$ cat src/common/pisb_pkg.sv
// Shared constants and types for the interrupt sense/status/mask bank
package pisb_pkg;

  // ==========================================================================
  // Register addresses
  localparam logic [7:0] ADDR_SENSE0 = 8'h07;
  localparam logic [7:0] ADDR_STAT1 = 8'h08;
  localparam logic [7:0] ADDR_MASK1 = 8'h09;
  localparam logic [7:0] ADDR_SENSE1 = 8'h0A;
  localparam logic [7:0] ADDR_STAT3 = 8'h0E;
  localparam logic [7:0] ADDR_MASK3 = 8'h0F;

  // Bus address of the device on the two-wire link; value is arbitrary
  localparam logic [6:0] DEV_ADDR_DEFAULT = 7'h2A;

  // ==========================================================================
  // Field positions, implemented bits and reset values
  localparam int BUCK_A_BIT = 0;
  localparam int BUCK_B_BIT = 3;
  localparam int BUCK_C_BIT = 4;
  localparam int OV_BIT = 2;
  localparam logic [7:0] STAT1_USED = 8'h19;
  localparam logic [7:0] MASK1_WR = 8'h7F;
  localparam logic [7:0] MASK1_RST = 8'h7F;
  localparam logic [7:0] STAT3_USED = 8'h04;
  localparam logic [7:0] MASK3_WR = 8'hC5;
  localparam logic [7:0] MASK3_RST = 8'hC5;
  localparam logic [7:0] BYTE_ZERO = 8'h00;
  localparam logic [7:0] PTR_STEP = 8'h01;

  // ==========================================================================
  // Synchronised input vector layout
  localparam int SYNC_W = 15;
  localparam int IN_BUTTON = 0;
  localparam int IN_TESTB = 7;
  localparam int IN_BUCK_A = 8;
  localparam int IN_BUCK_B = 9;
  localparam int IN_BUCK_C = 10;
  localparam int IN_OV = 11;
  localparam int IN_STRAP = 12;
  localparam int IN_SCL = 13;
  localparam int IN_SDA = 14;

  // ==========================================================================
  // Counts
  localparam logic [3:0] BYTE_BITS = 4'h8;
  localparam logic [3:0] LAST_BIT = 4'h7;
  localparam logic [3:0] BIT_STEP = 4'h1;
  localparam logic [2:0] SYNC_FILL = 3'h5;
  localparam logic [2:0] INIT_STEP = 3'h1;

  // ==========================================================================
  // Link state machine and module state
  typedef enum logic [3:0] {
    ST_IDLE, ST_ADDR, ST_ADDR_ACK, ST_PTR, ST_WDATA, ST_DATA_ACK, ST_TX, ST_TX_ACK, ST_TX_LOAD
  } pisb_state_e;

  typedef struct packed {
    pisb_state_e st;
    logic [3:0] bitCnt;
    logic [7:0] shift;
    logic [7:0] ptr;
    logic rdMode;
    logic sdaOe;
    logic sclPrev;
    logic sdaPrev;
    logic [7:0] stat1;
    logic [7:0] mask1;
    logic [7:0] stat3;
    logic [7:0] mask3;
    logic [2:0] initCnt;
    logic initDone;
  } pisb_regs_s;

  typedef struct packed {
    logic [SYNC_W-1:0] s1;
    logic [SYNC_W-1:0] s2;
    logic [SYNC_W-1:0] s3;
    logic [SYNC_W-1:0] out;
  } pisb_sync_s;

endpackage

$ cat src/hdl/pisb_sync.sv
// Three-stage input synchroniser with agreement filter
`timescale 1ns/1ns
module pisb_sync (
  input wire logic clk_sys,
  input wire logic rst,
  input wire logic [pisb_pkg::SYNC_W-1:0] rawIn,
  output logic [pisb_pkg::SYNC_W-1:0] syncOut
);
  import pisb_pkg::*;

  pisb_sync_s q;
  pisb_sync_s d;
  logic [SYNC_W-1:0] agree;

  // ==========================================================================
  // Filter: output moves only when stages two and three agree
  always_comb begin
    d = q;
    agree = ~(q.s2 ^ q.s3);
    d.s1 = rawIn;
    d.s2 = q.s1;
    d.s3 = q.s2;
    d.out = (q.s2 & agree) | (q.out & ~agree);
  end

  always_ff @(posedge clk_sys or posedge rst) begin
    if (rst) begin
      q <= '0;
    end else begin
      q <= d;
    end
  end

  assign syncOut = q.out;

endmodule

$ cat src/hdl/pisb_irq_bank.sv
// Interrupt sense, status and mask bank with two-wire register access
// Summary of operation
// - Sense bit 0 shows button level
// - Sense bit 1 shows low input detect
// - Sense bits 2-5 show four thermal comparators
// - Sense bit 6 shows test pin A
// - Sense bit 7 shows test pin B
// - Buck overcurrent flags latch, write-one clears
// - Buck masks read-write, bits 0-6 reset one
// - Buck overcurrent sense bits live, read-only
// - Overvoltage flag latches, write-one clears
// - Grounded front supply presets overvoltage flag
// - Overvoltage mask register, fixed zero bits
// - Interrupt line low on any unmasked flag
// - Flags sticky; new event beats clear
// - Masked flags still set; unmask asserts line
// - Sense bits live, unlatched, writes ignored
`timescale 1ns/1ns
module pisb_irq_bank #(
  parameter logic [6:0] DEV_ADDR = pisb_pkg::DEV_ADDR_DEFAULT
) (
  input wire logic clk_sys,
  input wire logic rst,
  input wire logic powerButtonInput,
  input wire logic lowInputDetect,
  input wire logic [3:0] thermalAbove,
  input wire logic testPinA,
  input wire logic testPinB,
  input wire logic [2:0] buckOvercurrent,
  input wire logic frontSupplyOvervoltage,
  input wire logic frontSupplyGrounded,
  input wire logic sclIn,
  input wire logic sdaIn,
  output logic sdaOut,
  output logic sdaOe,
  output logic irqLine_n
);
  import pisb_pkg::*;

  localparam pisb_regs_s REGS_RST = '{st: ST_IDLE, mask1: MASK1_RST, mask3: MASK3_RST,
    default: '0};

  pisb_regs_s q;
  pisb_regs_s d;
  logic [SYNC_W-1:0] syn;
  logic [7:0] sense0;
  logic [7:0] sense1;
  logic [7:0] clr1;
  logic [7:0] clr3;
  logic [7:0] set1;
  logic [7:0] set3;
  logic [7:0] txByte;
  logic [7:0] rdByte;
  logic [7:0] tmpShift;
  logic scl;
  logic sda;
  logic sclRise;
  logic sclFall;
  logic startCond;
  logic stopCond;
  logic regWr;

  // ==========================================================================
  // Input synchronisation
  pisb_sync u_sync (
    .clk_sys(clk_sys),
    .rst(rst),
    .rawIn({sdaIn, sclIn, frontSupplyGrounded, frontSupplyOvervoltage, buckOvercurrent,
      testPinB, testPinA, thermalAbove, lowInputDetect, powerButtonInput}),
    .syncOut(syn)
  );

  assign scl = syn[IN_SCL];
  assign sda = syn[IN_SDA];
  assign sense0 = syn[IN_TESTB:IN_BUTTON];

  always_comb begin
    sense1 = BYTE_ZERO;
    sense1[BUCK_A_BIT] = syn[IN_BUCK_A];
    sense1[BUCK_B_BIT] = syn[IN_BUCK_B];
    sense1[BUCK_C_BIT] = syn[IN_BUCK_C];
  end

  // ==========================================================================
  // Read decode; sense reads are live, unmapped reads give zero
  always_comb begin
    if (q.ptr == ADDR_SENSE0) begin
      rdByte = sense0;
    end else if (q.ptr == ADDR_STAT1) begin
      rdByte = q.stat1;
    end else if (q.ptr == ADDR_MASK1) begin
      rdByte = q.mask1;
    end else if (q.ptr == ADDR_SENSE1) begin
      rdByte = sense1;
    end else if (q.ptr == ADDR_STAT3) begin
      rdByte = q.stat3;
    end else if (q.ptr == ADDR_MASK3) begin
      rdByte = q.mask3;
    end else begin
      rdByte = BYTE_ZERO;
    end
  end

  // ==========================================================================
  // Link engine and register update
  always_comb begin
    d = q;
    regWr = 1'b0;
    txByte = rdByte;
    tmpShift = {q.shift[6:0], 1'b0};
    d.sclPrev = scl;
    d.sdaPrev = sda;
    sclRise = scl & ~q.sclPrev;
    sclFall = ~scl & q.sclPrev;
    startCond = q.sclPrev & scl & q.sdaPrev & ~sda;
    stopCond = q.sclPrev & scl & ~q.sdaPrev & sda;

    if (startCond) begin
      d.st = ST_ADDR;
      d.bitCnt = '0;
      d.sdaOe = 1'b0;
    end else if (stopCond) begin
      d.st = ST_IDLE;
      d.sdaOe = 1'b0;
    end else begin
      case (q.st)
        ST_ADDR, ST_PTR, ST_WDATA: begin
          if (sclRise && q.bitCnt != BYTE_BITS) begin
            d.shift = {q.shift[6:0], sda};
            d.bitCnt = q.bitCnt + BIT_STEP;
          end else if (sclFall && q.bitCnt == BYTE_BITS) begin
            d.sdaOe = 1'b1;
            if (q.st == ST_ADDR) begin
              d.rdMode = q.shift[0];
              d.st = ST_ADDR_ACK;
              if (q.shift[7:1] != DEV_ADDR) begin
                d.st = ST_IDLE;
                d.sdaOe = 1'b0;
              end
            end else if (q.st == ST_PTR) begin
              d.ptr = q.shift;
              d.st = ST_DATA_ACK;
            end else begin
              regWr = 1'b1;
              d.ptr = q.ptr + PTR_STEP;
              d.st = ST_DATA_ACK;
            end
          end
        end
        ST_ADDR_ACK: begin
          if (sclFall) begin
            d.bitCnt = '0;
            if (q.rdMode) begin
              d.shift = txByte;
              d.sdaOe = ~txByte[7];
              d.st = ST_TX;
            end else begin
              d.sdaOe = 1'b0;
              d.st = ST_PTR;
            end
          end
        end
        ST_DATA_ACK: begin
          if (sclFall) begin
            d.sdaOe = 1'b0;
            d.bitCnt = '0;
            d.st = ST_WDATA;
          end
        end
        ST_TX: begin
          if (sclFall) begin
            if (q.bitCnt == LAST_BIT) begin
              d.sdaOe = 1'b0;
              d.st = ST_TX_ACK;
            end else begin
              d.shift = tmpShift;
              d.sdaOe = ~tmpShift[7];
              d.bitCnt = q.bitCnt + BIT_STEP;
            end
          end
        end
        ST_TX_ACK: begin
          if (sclRise) begin
            // A not-acknowledge ends the read burst
            d.st = sda ? ST_IDLE : ST_TX_LOAD;
            if (!sda) begin
              d.ptr = q.ptr + PTR_STEP;
            end
          end
        end
        ST_TX_LOAD: begin
          if (sclFall) begin
            d.shift = txByte;
            d.sdaOe = ~txByte[7];
            d.bitCnt = '0;
            d.st = ST_TX;
          end
        end
        default: begin
        end
      endcase
    end

    clr1 = (regWr && q.ptr == ADDR_STAT1) ? q.shift : BYTE_ZERO;
    clr3 = (regWr && q.ptr == ADDR_STAT3) ? q.shift : BYTE_ZERO;
    set1 = BYTE_ZERO;
    set1[BUCK_A_BIT] = syn[IN_BUCK_A];
    set1[BUCK_B_BIT] = syn[IN_BUCK_B];
    set1[BUCK_C_BIT] = syn[IN_BUCK_C];
    set3 = BYTE_ZERO;
    set3[OV_BIT] = syn[IN_OV];

    // Strap is read only once the synchroniser has filled after reset
    if (!q.initDone) begin
      d.initCnt = q.initCnt + INIT_STEP;
      if (q.initCnt == SYNC_FILL) begin
        d.initDone = 1'b1;
        set3[OV_BIT] = syn[IN_OV] | syn[IN_STRAP];
      end
    end

    // Set is ORed in after the clear, so a coincident event survives
    d.stat1 = ((q.stat1 & ~clr1) | set1) & STAT1_USED;
    d.stat3 = ((q.stat3 & ~clr3) | set3) & STAT3_USED;
    if (regWr && q.ptr == ADDR_MASK1) begin
      d.mask1 = q.shift & MASK1_WR;
    end
    if (regWr && q.ptr == ADDR_MASK3) begin
      d.mask3 = q.shift & MASK3_WR;
    end
  end

  always_ff @(posedge clk_sys or posedge rst) begin
    if (rst) begin
      q <= REGS_RST;
    end else begin
      q <= d;
    end
  end

  // ==========================================================================
  // Outputs
  assign sdaOut = 1'b0;
  assign sdaOe = q.sdaOe;
  assign irqLine_n = ~(|(q.stat1 & ~q.mask1) | (q.stat3[OV_BIT] & ~q.mask3[OV_BIT]));
endmodule

$ cat config.mk
export PLATFORM = sky130hd
export DESIGN_NAME = pisb_irq_bank
export DESIGN_NICKNAME = d
export VERILOG_FILES = /design/src/common/pisb_pkg.sv /design/src/hdl/pisb_sync.sv /design/src/hdl/pisb_irq_bank.sv
export SDC_FILE = /design/constraint.sdc
export NUM_CORES = 1
export LEC_CHECK = 0
export CAP_MARGIN = 5
export CORE_UTILIZATION = 35
export CTS_BUF_LIST = sky130_fd_sc_hd__clkbuf_8
export CTS_CLUSTER_SIZE = 10
export DETAILED_ROUTE_END_ITERATION = 16
export DONT_BUFFER_PORTS = 1
export SYNTH_ARGS = -nofsm -noshare
export SYNTH_HDL_FRONTEND = slang
export SYNTH_SLANG_ARGS = --single-unit
$ cat constraint.sdc
create_clock -name clk_sys -period 4.3 [get_ports clk_sys]
set_clock_uncertainty 0.05 [all_clocks]
set_input_delay 0.86 -clock clk_sys [delete_from_list [all_inputs] [get_ports clk_sys]]
set_output_delay 0.86 -clock clk_sys [all_outputs]
set_load 0.02 [all_outputs]
==> metrics.md, run 1 <==
| Metric | Value |
|---|---|
| Tmin final | `2.55 ns` |
| Sink Count | `107` |
| First-iteration detailed-routing DRC count | `253` |
| Register area | `0.00269 mm²` |
| Met1 wire length | `4730 µm` |
| Clock Tree Buf Depth | `2` |
| Largest net degree at the start of global routing | `76` |
| CTS clk-pin slew, worst paths | `0.10 ns` |
| Vias in the first global route | `3134` |
| Clock power share | `18.3%` |
| Fillcell total | `1340` |
| Post-synthesis register bit count | `107` |
| Starting density of the core | `36.0%` |
| Vias post-DR | `3174` |
| Largest vdd supply drop | `0.328 mV` |
| Routed len/inst | `16.6 µm` |
| Count of flip-flops with a built-in enable after synthesis | `0` |
| Hold-fix buffers, CTS | `0` |
| First-pass GRT wire length | `16700 µm` |
| GR Overflow Total | `0` |
| Sequential share of the synthesized area | `55.9%` |
| Internal power | `1790 µW` |
| Antenna violations before repair | `0` |
| Post-Syn Nets | `438` |
| Antenna diode count | `0` |
| Critical path fanouts, max | `2` |
| Total GRT Usage | `15.1%` |
| Synth top area cells | `dfrtp_1 (50%), dfstp_2 (6.0%), maj3_1 (3.1%), mux2_2 (2.6%), ha_1 (2.1%)` |
| DRT Wirelength | `9780 µm` |
| DRC viols | `0` |
| Nets | `434` |
| Met2 WL | `4440 µm` |
| Synth Instances | `413` |
| Setup TNS | `0 ns` |
| Slowest cell on crit path | `a221oi_1` |
| Clock root cell | `clkbuf_8` |
| CTS tree | `built` |
| Worst-margin pin slew | `0.871 ns` |
| Vias/cell | `5.38` |
| Hold Path Class | `reg -> reg` |
| DIE WIDTH | `119 µm` |
| Final Max Slew Viols | `0` |
| Die area | `0.0142 mm²` |
| Worst EP arrival | `1.64 ns` |
| Crit path largest cell delay | `0.67 ns` |
| DRT antenna net count | `0` |
| Leak | `0.00205 µW` |
| Sw frac | `39.8%` |
| Die Y | `119 µm` |
| Highest Signal Layer | `met4` |
| Placed cell areas | `0.00495 mm²` |
| Design area | `0.00511 mm²` |
| Post-synthesis async set-or-reset flop share | `100%` |
| Multi-input logic area | `0.00196 mm²` |
| Area share of the leading cell type in the synthesized netlist | `49.9%` |
| Most common flop cell mapped by yosys | `dfrtp_1` |
| Crit end category | `output pin` |
| PortBufs | `0` |
| Post-synth top area cell | `dfrtp_1` |
| Slew HR | `41.9%` |
| CP Launch Type | `flop` |
| MaxCap Viol Count | `0` |
| Post-DP HPWL | `6690 µm` |
| CTS H-tree lvls | `3` |
| RSZ-0062 raised after global routing | `false` |
| NetSw | `1180 µW` |
| CTS Buf Count | `9` |
| Clock latency on the worst-skew pair | `0.37 ns` |
| WS Path Type | `reg -> out` |
| Core box area | `0.0133 mm²` |
| Status | `finished, final reports clean` |
| Layout cells sized above 1 | `12.6%` |
| Netlist Area Pre-Place | `0.00481 mm²` |
| Yosys cell types | `71` |
| Hold slack | `0.305 ns` |
| Crit-path leading delay family | `compound AO/OA/AOI/OAI gates` |
| Hold Fails Final Rpt | `0` |
| Pwr Density | `582 mW/mm²` |
| 1st-pass router iterations | `4` |
| Crit path buf inv count | `1` |
| Comb power frac | `33.5%` |
| RePlAce Congestion | `0.858` |
| Sequential share of power | `48.2%` |
| Area grow syn2layout | `6.29%` |
| Worst path cell trace | `inv_1 -> a221oi_1` |
| Met3 WL | `355 µm` |
| IO Pins | `20` |
| Required @ worst endpoint | `3.39 ns` |
| CTS resizes | `0` |
| Postcts setup bufs | `0` |
| Yosys warning count | `0` |
| Mean Syn Cell Area | `11.6 µm²` |
| FP Rows | `42` |
| Final setup vio count | `0` |
| Period utilization | `59.2%` |
| Max Clk Rate | `0.393 GHz` |
metal layers:
metal	up-vias	GRT usage (%)
met5	-	0
met4	0	7.75
met3	17	2.59
met2	70	22.4
met1	1596	21.1
li1	1491	-
cells in the final DEF (no fill, tap or decap), types with 3 or more instances in the layout:
master,netlist,final
o22ai_1,5,5
nor3_1,14,14
xnor2_1,4,4
a21oi_1,17,17
mux2i_1,3,3
ha_1,8,8
nor3b_1,6,6
nor2b_1,5,5
maj3_1,15,15
a221oi_1,3,3
mux2_2,11,11
dfstp_2,11,11
nand3_1,14,14
o31ai_1,3,3
a21o_1,4,4
o21ai_1,7,7
o211ai_1,6,6
dfrtp_1,96,96
mux2_1,7,7
nand4_1,4,4
nand2_1,23,23
nand2b_1,6,6
a31oi_1,4,4
nand3b_1,7,7
a311oi_1,3,3
nor2_1,24,24
clkbuf_8,0,9
and2_1,3,3
inv_1,16,18
o21ai_0,17,17
worst paths after layout:
| path | startpoint | end | slack (ns) | cells after the start |
|---|---|---|---|---|
| min in group asynchronous | rst | u_sync.d[40] | 0.48 | 1 |
| setup / recovery | q[20] | irqLine_n | 1.75 | 2 |
| setup reg to reg | q[60] | q[50] | 1.83 | 5 |
| hold / removal | u_sync.d[42] | u_sync.d[27] | 0.31 | 0 |
| hold reg to reg | u_sync.d[42] | u_sync.d[27] | 0.31 | 0 |
| max in group asynchronous | rst | q[11] | 2.89 | 2 |
cell families after synthesis:
| logic type | share of synthesized area [%] |
|---|---|
| buffers and inverters | 3.30 |
| adders and majority gates | 5.20 |
| and+or+nand+nor | 16.7 |
| AOI/OAI and AO/OA | 12.6 |
| other | 0.0779 |
| xor gates and xnor gates | 0.728 |
| muxes | 5.46 |
| DFF | 55.9 |
power groups by stage:
stage	clock network [µW]	registers, µW	logic [µW]
4_1_cts	565	1430	991
5_1_grt	601	1460	1100
3_5_place_dp	0	1450	981
6_report	545	1430	995
2_1_floorplan	0	1280	918
3_3_place_gp	0	1440	976
Yosys cell counts (all sizes together), types with 5 or more instances:
cell type,n
a21oi,17
buf,13
dfrtp,96
dfstp,11
ha,8
inv,16
maj3,15
mux2,20
nand2,23
nand2b,6
nand3,14
nand3b,7
nor2,24
nor2b,5
nor3,15
nor3b,8
o211ai,6
o21ai,24
o22ai,5
through the flow:
step,setup slack [ns],util [%],total power [µW],instances
floorplan,0.591,-,2200,413
detailed placement,1.87,37.1,2430,574
global placement,1.91,37.1,2410,574
finish,1.75,38.3,2970,590
global route,1.67,38.3,3170,590
CTS,1.70,38.3,2980,590
worst reg2reg max path, delay by kind of cell, from the launching register on:
| family | cells | cell delay (ns) |
|---|---|---|
| AOI/OAI and AO/OA | 2 | 0.73 |
| muxes | 1 | 0.37 |
| and+or+nand+nor | 2 | 0.57 |
| DFF | 1 | 0.64 |
layout make-up:
cell class | count | share of cell area [%]
well taps | 176 | 4.31
multi-input cells | 273 | 38.3
inverters | 16 | 1.22
flip-flops and latches | 107 | 52.6
clock inverters | 7 | 0.783
clock buffers | 9 | 2.42
repair buffers | 2 | 0.294
No activity file was read; power rests on OpenSTA's default activity.
==> inputs of run 2 (changes only) <==
--- a/config.mk
+++ b/config.mk
@@ -5,6 +5,7 @@
 export SDC_FILE = /design/constraint.sdc
 export NUM_CORES = 1
 export LEC_CHECK = 0
+export ABC_AREA = 1
 export CAP_MARGIN = 5
 export CORE_UTILIZATION = 35
 export CTS_BUF_LIST = sky130_fd_sc_hd__clkbuf_8
==> constraint.sdc (replaced) <==
create_clock -name clk_sys -period 2.61 [get_ports clk_sys]
set_clock_uncertainty 0.05 [all_clocks]
set_input_delay 0.522 -clock clk_sys [delete_from_list [all_inputs] [get_ports clk_sys]]
set_output_delay 0.522 -clock clk_sys [all_outputs]
set_load 0.02 [all_outputs]
==> run 2 against run 1 <==
Power up 39%. Die area fell by 0.10%. Sequential power up 39%. Core utilization increased by 1.0 points. Setup slack got worse by 1.3 ns. Final cell count increased by 23%. Non-clock buffer count grew 1. Sequential share of layout area decreased by 1.2 points. Critical endpoint unchanged. Largest power group unchanged. Highest routed layer unchanged.
==> metrics.md, run 2 <==
| Metric | Value |
|---|---|
| Status | `finished, final reports clean` |
| Largest vdd supply drop | `0.424 mV` |
| DRC viols | `0` |
| Mean Syn Cell Area | `8.95 µm²` |
| Post-DP HPWL | `7140 µm` |
| Clock Tree Buf Depth | `2` |
| Antenna violations before repair | `0` |
| Depth of the worst register-to-register path | `10` |
| Nets | `571` |
| Worst r2r dst | `q[48]` |
| Hold slack | `0.0594 ns` |
| GR peak layer | `met2` |
| Fillcell total | `1315` |
| Final core occ | `39.4%` |
| MaxCap Viol Count | `0` |
| Max Clk Rate | `0.453 GHz` |
| Hold Path Class | `in -> async` |
| Most common cell in the synthesized netlist | `nand2_1` |
| First-iteration detailed-routing DRC count | `206` |
| Flop-to-flop setup slack | `0.52 ns` |
| Tmin final | `2.21 ns` |
| Post-synth top area cell | `dfrtp_1` |
| Place WS | `0.557 ns` |
| CTS tree | `built` |
| Slowest cell on crit path | `dfstp_2` |
| Post-synthesis register bit count | `107` |
| Met3 global-route usage | `2.59%` |
| WS Path Type | `reg -> out` |
| Clock latency on the worst-skew pair | `0.39 ns` |
| Post-Syn Nets | `562` |
| Met1 usage | `19.7%` |
| Worst EP arrival | `1.63 ns` |
| Reg2Reg Launch Point | `q[40]` |
| Yosys cell types | `36` |
| Most common cell after layout, fill and taps aside | `nand2_1` |
| Most common flop cell mapped by yosys | `dfrtp_1` |
| Worst setup margin | `0.404 ns` |
| Total GRT Usage | `15.0%` |
| Met2 Resource Use GR | `23.7%` |
| Final Max Slew Viols | `0` |
| List of most frequent post-synthesis cells | `nand2_1 (134), dfrtp_1 (96), inv_1 (62)` |
| Final setup vio count | `0` |
| Netlist Area Pre-Place | `0.00481 mm²` |
| Synth Instances | `537` |
| Antenna diode count | `0` |
| Largest net degree at the start of global routing | `50` |
| Routed len/inst | `13.3 µm` |
| Post-synthesis async set-or-reset flop share | `100%` |
| CTS Buf Count | `9` |
| Starting density of the core | `36.1%` |
| Die Y | `119 µm` |
| Clock root cell | `clkbuf_8` |
| First-pass GRT wire length | `16600 µm` |
| RePlAce Congestion | `0.859` |
| Critical path fanouts, max | `2` |
| CTS clk-pin slew, worst paths | `0.11 ns` |
| CTS resizes | `0` |
| Total power | `4150 µW` |
| IO Pins | `20` |
| Area share of the leading cell type in the synthesized netlist | `50.0%` |
| Required @ worst endpoint | `2.04 ns` |
| Leak | `0.00245 µW` |
| Synth top area cells | `dfrtp_1 (50%), nand2_1 (10%), dfstp_2 (6.0%), inv_1 (4.8%), nand3_1 (4.1%)` |
| Die area | `0.0142 mm²` |
| Pwr Density | `792 mW/mm²` |
| Slew HR | `49.9%` |
| Worst path cell trace | `inv_1 -> nand2_1 -> o221ai_1 -> a21oi_1` |
| DIE WIDTH | `119 µm` |
| Core box area | `0.0133 mm²` |
| Period utilization | `84.5%` |
| Yosys warning count | `0` |
| Layout cells sized above 1 | `10.5%` |
| Vias post-DR | `3527` |
| 1st-pass router iterations | `5` |
| Setup TNS | `0 ns` |
| Commonest cells after routing, fill and taps aside | `nand2_1 (134), dfrtp_1 (96), inv_1 (61)` |
| Area grow syn2layout | `8.88%` |
| FP Rows | `42` |
| Crit path largest cell delay | `0.55 ns` |
| Vias in the first global route | `3457` |
| Count of flip-flops with a built-in enable after synthesis | `0` |
| Crit path buf inv count | `1` |
| GR Overflow Total | `0` |
| PortBufs | `0` |
| Crit-path leading delay family | `compound AO/OA/AOI/OAI gates` |
| Hold Fails Final Rpt | `0` |
| Sink Count | `107` |
| Hold-fix buffers, CTS | `0` |
| Worst-margin pin slew | `0.750 ns` |
| Vias/cell | `4.85` |
| DRT Wirelength | `9690 µm` |
| CTS H-tree lvls | `3` |
| DRT antenna net count | `0` |
| Crit end category | `output pin` |
| Postcts setup bufs | `0` |
| Sequential share of the synthesized area | `56.0%` |
| RSZ-0062 raised after global routing | `false` |
| CP Launch Type | `flop` |
run 2: kinds of logic after synthesis:
| logic type | synth area share (%) |
|---|---|
| xor+xnor | 0.911 |
| simple gates | 23.2 |
| flops | 56.0 |
| buf+inv | 5.99 |
| compound gates | 8.57 |
| fa+ha+maj | 5.21 |
| other cells | 0.0780 |
run 2: how the worst max path moves through the flow:
stage	endpoint	from	cells after the start	slack, ns
CTS	irqLine_n	q[20]	4	0.36
global route	irqLine_n	q[20]	4	0.27
finish	irqLine_n	q[20]	4	0.40
global placement	q[51]	q[40]	10	0.60
detailed placement	q[48]	q[40]	10	0.56
floorplan	async pin	rst	1	0.76
run 2: area by class of cell:
cell class	instances	area [µm²]	area share (%)
sequential	107	2690	51.4
multi-input combinational	359	1830	34.9
inverter	66	251	4.81
tap	176	220	4.21
clock buffer	9	124	2.37
clock inverter	7	71.3	1.36
timing repair buffer	3	47.5	0.909
run 2: power breakdown:
group          internal, µW  switching (µW)  total, µW
clock                   369             613        983
sequential             1840             149       1990
combinational           352             826       1180
run 2: through the flow:
stage,cells,area (µm²)
after detailed placement,711,5040
after global routing,727,5230
after CTS,727,5230
after global placement,711,5040
final,727,5230
after floorplan,537,4810
run 2: routing by layer:
layer | share of wire, % | vias up
met1 | 47 | 1709
li1 | - | 1741
met4 | 2.7 | 0
met5 | 0 | -
met2 | 46 | 58
met3 | 3.8 | 19
